**src/word_clock_defines.vh**
```
// Purpose: shared constants of the converter timing generator
// Assumes: 20 MHz reference clock
// Notes:   included by bare name
`ifndef WORD_CLOCK_DEFINES_VH
`define WORD_CLOCK_DEFINES_VH

// clock rates in kHz
`define REF_CLK_KHZ          20000
`define DATA_CLK_MAX_KHZ     8000
// least whole divide that keeps the data clock at or below its maximum
`define DATA_CLK_DIV         ((`REF_CLK_KHZ + `DATA_CLK_MAX_KHZ - 1) / `DATA_CLK_MAX_KHZ)

// fixed phase generator and counter stages
`define PHASE_LAST           2'h3
`define PHI1_PHASE           2'h0
`define PHI2_PHASE           2'h2
`define STAGE_W              8
`define SINGLE_STAGE_MAX     9'h040

// reset values
`define FACTOR_RESET         9'h040
`define COMPARE_RESET        10'h080
`define DISCARD_COUNT        2'h2

// one-hot states of the sample qualifier
`define ST_HALT              3'h1
`define ST_SETTLE            3'h2
`define ST_RUN               3'h4

`endif
```
**src/count_stage.v**
```verilog
// Purpose: one loadable down-counting stage of the word clock counter
// Assumes: load has priority over count
// Notes:   stages cascade through the zero flag of the lower stage
`timescale 1ns/1ps
`include "word_clock_defines.vh"

module count_stage #(
  parameter W = `STAGE_W
) (
  input  wire         clk_in,
  input  wire         rst_n_in,
  input  wire         load_in,
  input  wire [W-1:0] load_val_in,
  input  wire         dec_in,
  output reg  [W-1:0] count_out,
  output wire         zero_out
);

  assign zero_out = (count_out == {W{1'b0}});

  always @(posedge clk_in or negedge rst_n_in) begin
    if (!rst_n_in) begin
      count_out <= {W{1'b0}};
    end else if (load_in) begin
      count_out <= load_val_in;
    end else if (dec_in) begin
      count_out <= count_out - {{(W-1){1'b0}}, 1'b1};
    end
  end

endmodule // count_stage

```
**src/decimator_word_clock_pwm.v**
```verilog
// Purpose: timing generator and decimator of a delta-sigma converter
// Assumes: one reference clock; data clock is an enable pulse from a divider
// Notes:   word clock counter is one or two 8-bit stages, period four times the factor
`timescale 1ns/1ps
`include "word_clock_defines.vh"

module decimator_word_clock_pwm #(
  parameter             DATA_DIV      = `DATA_CLK_DIV,
  parameter             RESULT_W      = 16,
  parameter             ACC_W         = 18,
  parameter       [8:0] FACTOR_INIT   = `FACTOR_RESET,
  parameter       [9:0] COMPARE_INIT  = `COMPARE_RESET
) (
  input  wire                ref_clk_in,
  input  wire                rst_n_in,
  input  wire                modulator_bit_in,
  input  wire                cfg_load_in,
  input  wire                cfg_id_in,
  input  wire [8:0]          oversample_factor_in,
  input  wire [9:0]          pulse_compare_level_in,
  input  wire                cmp_wr_in,
  input  wire [9:0]          cmp_data_in,
  output reg                 phi1_out,
  output reg                 phi2_out,
  output reg                 bit_clk_out,
  output reg                 word_clk_out,
  output reg                 sample_irq_out,
  output reg  [RESULT_W-1:0] sample_data_out,
  output reg                 sample_valid_out,
  output reg                 cascade_out,
  output reg                 owner_id_out
);

  localparam integer DIV_LAST_FULL = DATA_DIV - 1;
  localparam [7:0]   DIV_LAST      = DIV_LAST_FULL[7:0];
  localparam [2:0]   S_HALT        = `ST_HALT;
  localparam [2:0]   S_SETTLE      = `ST_SETTLE;
  localparam [2:0]   S_RUN         = `ST_RUN;

  reg                 rst_meta;
  reg                 rst_sync_n;
  reg  [7:0]          prescale;
  reg                 data_tick;
  reg  [1:0]          phase;
  reg  [8:0]          factor;
  reg  [9:0]          cmp_active;
  reg  [9:0]          cmp_pending;
  reg  [2:0]          state;
  reg  [2:0]          next_state;
  reg  [1:0]          discard;
  reg  [1:0]          next_discard;
  reg                 sample_pend;
  reg                 valid_pend;
  reg                 restart;
  wire                bit_tick;
  wire [10:0]         period_full;
  wire [9:0]          period_last;
  wire                cascade;
  wire [7:0]          lo_count;
  wire [7:0]          hi_count;
  wire                lo_zero;
  wire                hi_zero;
  wire                terminal;
  wire                lo_load;
  wire                lo_dec;
  wire                hi_dec;
  wire [9:0]          count;
  wire [9:0]          next_count;
  wire [9:0]          next_cmp;
  wire                next_word;
  wire                word_fall;
  wire                sample_evt;
  wire [RESULT_W-1:0] dec_result;

  ////////////////////////////////////////////////////////////////////////////
  // reset release through two flip-flops
  always @(posedge ref_clk_in or negedge rst_n_in) begin
    if (!rst_n_in) begin
      rst_meta   <= 1'b0;
      rst_sync_n <= 1'b0;
    end else begin
      rst_meta   <= 1'b1;
      rst_sync_n <= rst_meta;
    end
  end

  ////////////////////////////////////////////////////////////////////////////
  // data clock enable, shared by phase generator and counter stages
  always @(posedge ref_clk_in or negedge rst_sync_n) begin
    if (!rst_sync_n) begin
      prescale  <= 8'h00;
      data_tick <= 1'b0;
    end else if (prescale >= DIV_LAST) begin
      prescale  <= 8'h00;
      data_tick <= 1'b1;
    end else begin
      prescale  <= prescale + 8'h01;
      data_tick <= 1'b0;
    end
  end

  ////////////////////////////////////////////////////////////////////////////
  // divide-by-four phase generator and bit clock
  assign bit_tick = data_tick & (phase == `PHASE_LAST);

  always @(posedge ref_clk_in or negedge rst_sync_n) begin
    if (!rst_sync_n) begin
      phase       <= 2'h0;
      phi1_out    <= 1'b0;
      phi2_out    <= 1'b0;
      bit_clk_out <= 1'b0;
    end else if (data_tick) begin
      phase       <= phase + 2'h1;
      phi1_out    <= (phase + 2'h1 == `PHI1_PHASE);
      phi2_out    <= (phase + 2'h1 == `PHI2_PHASE);
      bit_clk_out <= (phase + 2'h1 == `PHASE_LAST);
    end
  end

  ////////////////////////////////////////////////////////////////////////////
  // configuration and compare level
  always @(posedge ref_clk_in or negedge rst_sync_n) begin
    if (!rst_sync_n) begin
      factor       <= FACTOR_INIT;
      cmp_pending  <= COMPARE_INIT;
      owner_id_out <= 1'b0;
      restart      <= 1'b0;
    end else begin
      restart <= cfg_load_in;
      if (cfg_load_in) begin
        factor       <= oversample_factor_in;
        cmp_pending  <= pulse_compare_level_in;
        owner_id_out <= cfg_id_in;
      end else if (cmp_wr_in) begin
        cmp_pending <= cmp_data_in;
      end
    end
  end

  ////////////////////////////////////////////////////////////////////////////
  // word clock counter: one stage up to factor 64, two above
  assign period_full = {factor, 2'b00} - 11'h001;
  assign period_last = period_full[9:0];
  assign cascade     = (factor > `SINGLE_STAGE_MAX);
  assign terminal    = lo_zero & hi_zero;
  assign lo_load     = restart | (data_tick & terminal);
  assign lo_dec      = data_tick & ~terminal;
  assign hi_dec      = lo_dec & lo_zero & cascade;
  assign count       = {hi_count[1:0], lo_count};

  count_stage #(
    .W           (`STAGE_W)
  ) lo_stage (
    .clk_in      (ref_clk_in),
    .rst_n_in    (rst_sync_n),
    .load_in     (lo_load),
    .load_val_in (period_last[7:0]),
    .dec_in      (lo_dec),
    .count_out   (lo_count),
    .zero_out    (lo_zero)
  );

  count_stage #(
    .W           (`STAGE_W)
  ) hi_stage (
    .clk_in      (ref_clk_in),
    .rst_n_in    (rst_sync_n),
    .load_in     (lo_load),
    .load_val_in (cascade ? {6'h00, period_last[9:8]} : 8'h00),
    .dec_in      (hi_dec),
    .count_out   (hi_count),
    .zero_out    (hi_zero)
  );

  ////////////////////////////////////////////////////////////////////////////
  // pulse output: high while the count is below the compare level
  assign next_count = terminal ? period_last : count - 10'h001;
  assign next_cmp   = terminal ? cmp_pending : cmp_active;
  assign next_word  = (next_count < next_cmp);
  assign word_fall  = data_tick & word_clk_out & ~next_word;
  assign sample_evt = word_fall & terminal & ~restart;

  always @(posedge ref_clk_in or negedge rst_sync_n) begin
    if (!rst_sync_n) begin
      cmp_active   <= COMPARE_INIT;
      word_clk_out <= 1'b0;
      cascade_out  <= 1'b0;
    end else begin
      cascade_out <= cascade;
      if (restart) begin
        cmp_active   <= cmp_pending;
        word_clk_out <= 1'b0;
      end else if (data_tick) begin
        cmp_active   <= next_cmp;
        word_clk_out <= next_word;
      end
    end
  end

  ////////////////////////////////////////////////////////////////////////////
  // decimator clocked by bit tick and word clock falling edge
  sinc2_decimator #(
    .ACC_W      (ACC_W),
    .RESULT_W   (RESULT_W)
  ) decimator (
    .clk_in     (ref_clk_in),
    .rst_n_in   (rst_sync_n),
    .clear_in   (restart),
    .bit_en_in  (bit_tick),
    .bit_in     (modulator_bit_in),
    .dump_en_in (sample_evt),
    .result_out (dec_result)
  );

  ////////////////////////////////////////////////////////////////////////////
  // sample qualifier: halted at zero compare, two discarded after restart
  always @* begin
    next_state   = state;
    next_discard = discard;
    case (state)
      S_HALT: begin
        if (cmp_active != 10'h000) begin
          next_state   = S_SETTLE;
          next_discard = `DISCARD_COUNT;
        end
      end
      S_SETTLE: begin
        if (cmp_active == 10'h000) begin
          next_state = S_HALT;
        end else if (sample_evt) begin
          next_discard = discard - 2'h1;
          if (discard == 2'h1) begin
            next_state = S_RUN;
          end
        end
      end
      S_RUN: begin
        if (cmp_active == 10'h000) begin
          next_state = S_HALT;
        end
      end
      default: begin
        next_state   = S_HALT;
        next_discard = 2'h0;
      end
    endcase
    if (restart) begin
      next_state   = S_SETTLE;
      next_discard = `DISCARD_COUNT;
    end
  end

  always @(posedge ref_clk_in or negedge rst_sync_n) begin
    if (!rst_sync_n) begin
      state   <= S_SETTLE;
      discard <= `DISCARD_COUNT;
    end else begin
      state   <= next_state;
      discard <= next_discard;
    end
  end

  ////////////////////////////////////////////////////////////////////////////
  // result and interrupt, one cycle after the dump edge
  always @(posedge ref_clk_in or negedge rst_sync_n) begin
    if (!rst_sync_n) begin
      sample_pend      <= 1'b0;
      valid_pend       <= 1'b0;
      sample_irq_out   <= 1'b0;
      sample_valid_out <= 1'b0;
      sample_data_out  <= {RESULT_W{1'b0}};
    end else begin
      sample_pend    <= sample_evt;
      valid_pend     <= (state == S_RUN);
      sample_irq_out <= sample_pend;
      if (sample_pend) begin
        sample_data_out  <= dec_result;
        sample_valid_out <= valid_pend;
      end
    end
  end

endmodule // decimator_word_clock_pwm

```
**src/sinc2_decimator.v**
```verilog
// Purpose: second-order integrate and dump decimation filter
// Assumes: bit_en_in marks one-bit rate, dump_en_in the word clock falling edge
// Notes:   integrators wrap; differences recover the true sum
`timescale 1ns/1ps
`include "word_clock_defines.vh"

module sinc2_decimator #(
  parameter ACC_W    = 18,
  parameter RESULT_W = 16
) (
  input  wire                clk_in,
  input  wire                rst_n_in,
  input  wire                clear_in,
  input  wire                bit_en_in,
  input  wire                bit_in,
  input  wire                dump_en_in,
  output reg  [RESULT_W-1:0] result_out
);

  reg  [ACC_W-1:0] integ1;
  reg  [ACC_W-1:0] integ2;
  reg  [ACC_W-1:0] hold1;
  reg  [ACC_W-1:0] hold2;
  wire [ACC_W-1:0] diff1;
  wire [ACC_W-1:0] diff2;
  wire             over;

  assign diff1 = integ2 - hold1;
  assign diff2 = diff1 - hold2;
  assign over  = |diff2[ACC_W-1:RESULT_W];

  ////////////////////////////////////////////////////////////////////////////
  // double integrator at bit rate, double differentiator at word rate
  always @(posedge clk_in or negedge rst_n_in) begin
    if (!rst_n_in) begin
      integ1     <= {ACC_W{1'b0}};
      integ2     <= {ACC_W{1'b0}};
      hold1      <= {ACC_W{1'b0}};
      hold2      <= {ACC_W{1'b0}};
      result_out <= {RESULT_W{1'b0}};
    end else if (clear_in) begin
      integ1 <= {ACC_W{1'b0}};
      integ2 <= {ACC_W{1'b0}};
      hold1  <= {ACC_W{1'b0}};
      hold2  <= {ACC_W{1'b0}};
    end else begin
      if (bit_en_in) begin
        integ1 <= integ1 + {{(ACC_W-1){1'b0}}, bit_in};
        integ2 <= integ2 + integ1;
      end
      if (dump_en_in) begin
        hold1      <= integ2;
        hold2      <= diff1;
        result_out <= over ? {RESULT_W{1'b1}} : diff2[RESULT_W-1:0];
      end
    end
  end

endmodule // sinc2_decimator

```
**config.mk**
```make
export PLATFORM = sky130hd
export DESIGN_NAME = decimator_word_clock_pwm
export DESIGN_NICKNAME = d
export VERILOG_FILES = /design/src/count_stage.v /design/src/decimator_word_clock_pwm.v /design/src/sinc2_decimator.v
export VERILOG_INCLUDE_DIRS = /design/src /design/src/src
export SDC_FILE = /design/constraint.sdc
export NUM_CORES = 1
export LEC_CHECK = 0
export BUFFER_PORTS_ARGS = -buffer_cell sky130_fd_sc_hd__buf_4
export CAP_MARGIN = 20
export CORE_MARGIN = 5
export CORE_UTILIZATION = 45
export CTS_CLUSTER_SIZE = 28
export DETAILED_ROUTE_END_ITERATION = 16
export SKIP_LAST_GASP = 1
export SYNTH_ARGS = -nofsm -noshare
export SYNTH_HDL_FRONTEND = slang
export SYNTH_HIERARCHICAL = 1
export SYNTH_SLANG_ARGS = --single-unit
```
**constraint.sdc**
```tcl
create_clock -name ref_clk_in -period 6.2 [get_ports ref_clk_in]
set_input_delay 0.31 -clock ref_clk_in [delete_from_list [all_inputs] [get_ports ref_clk_in]]
set_output_delay 0.31 -clock ref_clk_in [all_outputs]
set_load 0.005 [all_outputs]
```
==> out/qor.yml <==
status: "finished clean"
die_h_um: 165
critPathCaptureType: "register"
final_area_um2: 12200
rows: 56
grt_max_degree: 72
worstPathRequired_ps: 6510
nNetsFinal: 1269
powerDensity_nw_per_um2: 310
grt_pass1_vias: 7641
post-cts-setup-buffers: 0
ys_ff_latch: 178
cp-start-kind: "register"
drtAntennaViolNets: 0
dieArea_um2: 27400
place.gp.congestion: 0.815
fin_crit_sh: 0.840
relSlewSlack: 0.297
cts_max_path_buffers: 2
postPlaceCellArea_um2: 11600
wl_per_cell_um: 14.9
netlist_area_um2: 10900
cts_root_buf: "clkbuf_16"
io_pins: 59
antenna_found_initial: 0
critPathTopFamily: "simple AND/OR/NAND/NOR gates"
drive_above_1_share: 0.151
drt_iter0_drc: 373
io_buffers: 58
hp-class: "in2reg"
clk_pin_slew_ps: 80
htree_levels: 4
setup_tns_ps: 0
clk_latency_ps: 440
path_cells: "or4_1 -> nor4b_1 -> and2_1 -> o21ai_0 -> ha_1 -> nand4_1 -> nor2_1 -> nand3_1 -> o221ai_2 -> nand2_1 -> nor2_4 -> inv_1 -> nor2_1 -> buf_4 -> nand2_1 -> o32a_1"
finalClockSkew_ps: 24.5
fmax_mhz: 192
cts_resized: 0
hold_violations: 0
cts_made_buffers: 17
synth-edff-count: 0
dr.pass1.iters: 4
seq_area_frac_synth: 0.410
grt_usage: 0.170
area_growth_pct: 12.6
ys_warn_count: 6
clkSinkCount: 178
synth.distinct_cells: 87
cpPeakStageDelay_ps: 770
cp_slowest_cell: "and2_1"
overflow: 0
start_util: 0.460
p_total_w: 0.00379
worstSetupPathType: "reg2reg"
peakVddDrop_mv: 0.234
critPathBufInv: 2
timing.final.ws_setup_ps: 995
crit_arrival_ps: 5520
rsz0062_at_grt: "no"
cts_tree: "built"
core-area_um2: 23600
worst_slew_pin_slew_ps: 1050
place_ws_ps: 1020
cap_violations: 0
p_leak_nw: 5.45
drcViolationCount: 0
finalSetupViolCount: 0
viasPerCell: 5.29
antennaDiodeCount: 0
grt_pass1_wl_um: 37900
synthCells: 1092
syn_area_per_cell_um2: 9.95
ys.flop_type: "dfrtp_1"
vias: 7873
place_hpwl_um: 16100
min_period_ps: 5210
ys_async_sr_fraction: 1.00
cts_hold_buffers: 1
drt_wl_total_um: 22100
slew_violations: 0
die_w_um: 165
cp_max_fo: 22
worst paths after layout:
kind                                               from                  endpoint  slack [ps]  cells after the start
max in group asynchronous                    rst_sync_n        decimator/hold1[9]        4340                      1
worst min register to register                 rst_meta                rst_sync_n         350                      0
min in group asynchronous                      rst_n_in                  rst_meta         200                      2
worst max register to register    lo_stage/count_out[4]  decimator/result_out[12]         990                     16
worst min-delay path            oversample_factor_in[1]                 factor[1]          70                      3
worst max-delay path              lo_stage/count_out[4]  decimator/result_out[12]         990                     16
flip-flops by register name, indices dropped and copies added (netlist names), 3 cells and up:
register	cells
decimator/integ2	18
decimator/hold2	18
lo_stage/count_out	8
cmp_pending	10
decimator/integ1	18
sample_data_out	16
state	3
hi_stage/count_out	8
decimator/hold1	18
factor	9
decimator/result_out	16
cmp_active	10
prescale	8
power breakdown:
group	total, W	switching [W]	internal (W)
Sequential	0.00133	0.0000926	0.00124
Combinational	0.00138	0.000775	0.000602
Clock	0.00109	0.000515	0.000573
Total	0.00379	0.00138	0.00241
layout make-up:
cell class                      instances  area [µm²]
Multi-Input combinational cell        823        6020
Inverter                               68         255
Clock inverter                         15         168
Clock buffer                           17         425
Tap cell                              319         399
Fill cell                            2239       11400
Timing Repair Buffer                   67         505
Sequential cell                       178        4470
per-stage QoR:
| step | hold slack, ps | utilization | cells |
|---|---|---|---|
| after floorplan | 14.4 | - | 1104 |
| after global placement | 93.7 | 0.493 | 1454 |
| after detailed placement | 95.9 | 0.493 | 1454 |
| after CTS | 54.5 | 0.518 | 1487 |
| after global routing | 70.0 | 0.518 | 1487 |
| final | 70.4 | 0.518 | 1487 |
worst reg2reg max path: cells and delay by family (launching register included):
kind / cells / cell delay (ps)
simple gates: 10 / 2880
fa+ha+maj: 1 / 330
flops: 1 / 500
buf+inv: 2 / 360
compound gates: 3 / 1030
Yosys cell counts (7+ instances only):
master / count / area, µm²
ha_1: 76 / 951
or4_1: 8 / 60.1
nor2_1: 117 / 439
clkbuf_1: 21 / 78.8
xor2_1: 39 / 342
nand2b_1: 8 / 50.1
nand2_1: 74 / 278
a211oi_1: 7 / 52.6
nor3_1: 14 / 70.1
dfrtp_1: 173 / 4330
mux2i_1: 71 / 711
xnor2_1: 39 / 342
o32a_1: 14 / 140
nor2b_1: 11 / 68.8
nor4_1: 8 / 50.1
inv_1: 65 / 244
a21oi_1: 48 / 240
mux2_2: 40 / 450
nand4_1: 8 / 50.1
nand3b_1: 7 / 52.6
or3_1: 9 / 56.3
o21ai_0: 58 / 290
nand3_1: 22 / 110
a21o_1: 12 / 90.1
o31a_1: 7 / 61.3
routing by layer:
metal,share of wire,up-vias,track usage
met5,0,-,0
met4,0.0099,0,0.0382
met3,0.027,16,0.0333
met2,0.49,94,0.287
met1,0.48,3777,0.226
li1,-,3986,-
cells by family after synthesis:
family          Yosys count  share of synthesized area
simple gates            330                      0.153
compound gates          210                      0.130
flops                   178                      0.410
mux                     111                      0.107
buf+inv                 103                     0.0409
fa+ha+maj                79                     0.0930
xor+xnor                 79                     0.0652
other cells               2                   0.000691
cell usage in the layout (no fill, tap or decap), types with 7 or more instances in the layout:
cell         n
o31a_1       7
a21oi_1     48
conb_1      14
or3_1        9
nand3_1     22
nor2b_1     11
mux2i_1     71
o21ai_0     58
mux2_2      40
nand3b_1     7
nor4_1       8
nand2b_1     8
a21o_1      12
or4_1        8
o32a_1      14
a211oi_1     7
ha_1        76
xor2_1      39
buf_4       66
dfrtp_1    171
inv_1       65
nor3_1      14
nand4_1      8
nand2_1     74
clkbuf_16   17
xnor2_1     39
nor2_1     116
Note: power is estimated with default switching activity, not from simulation.
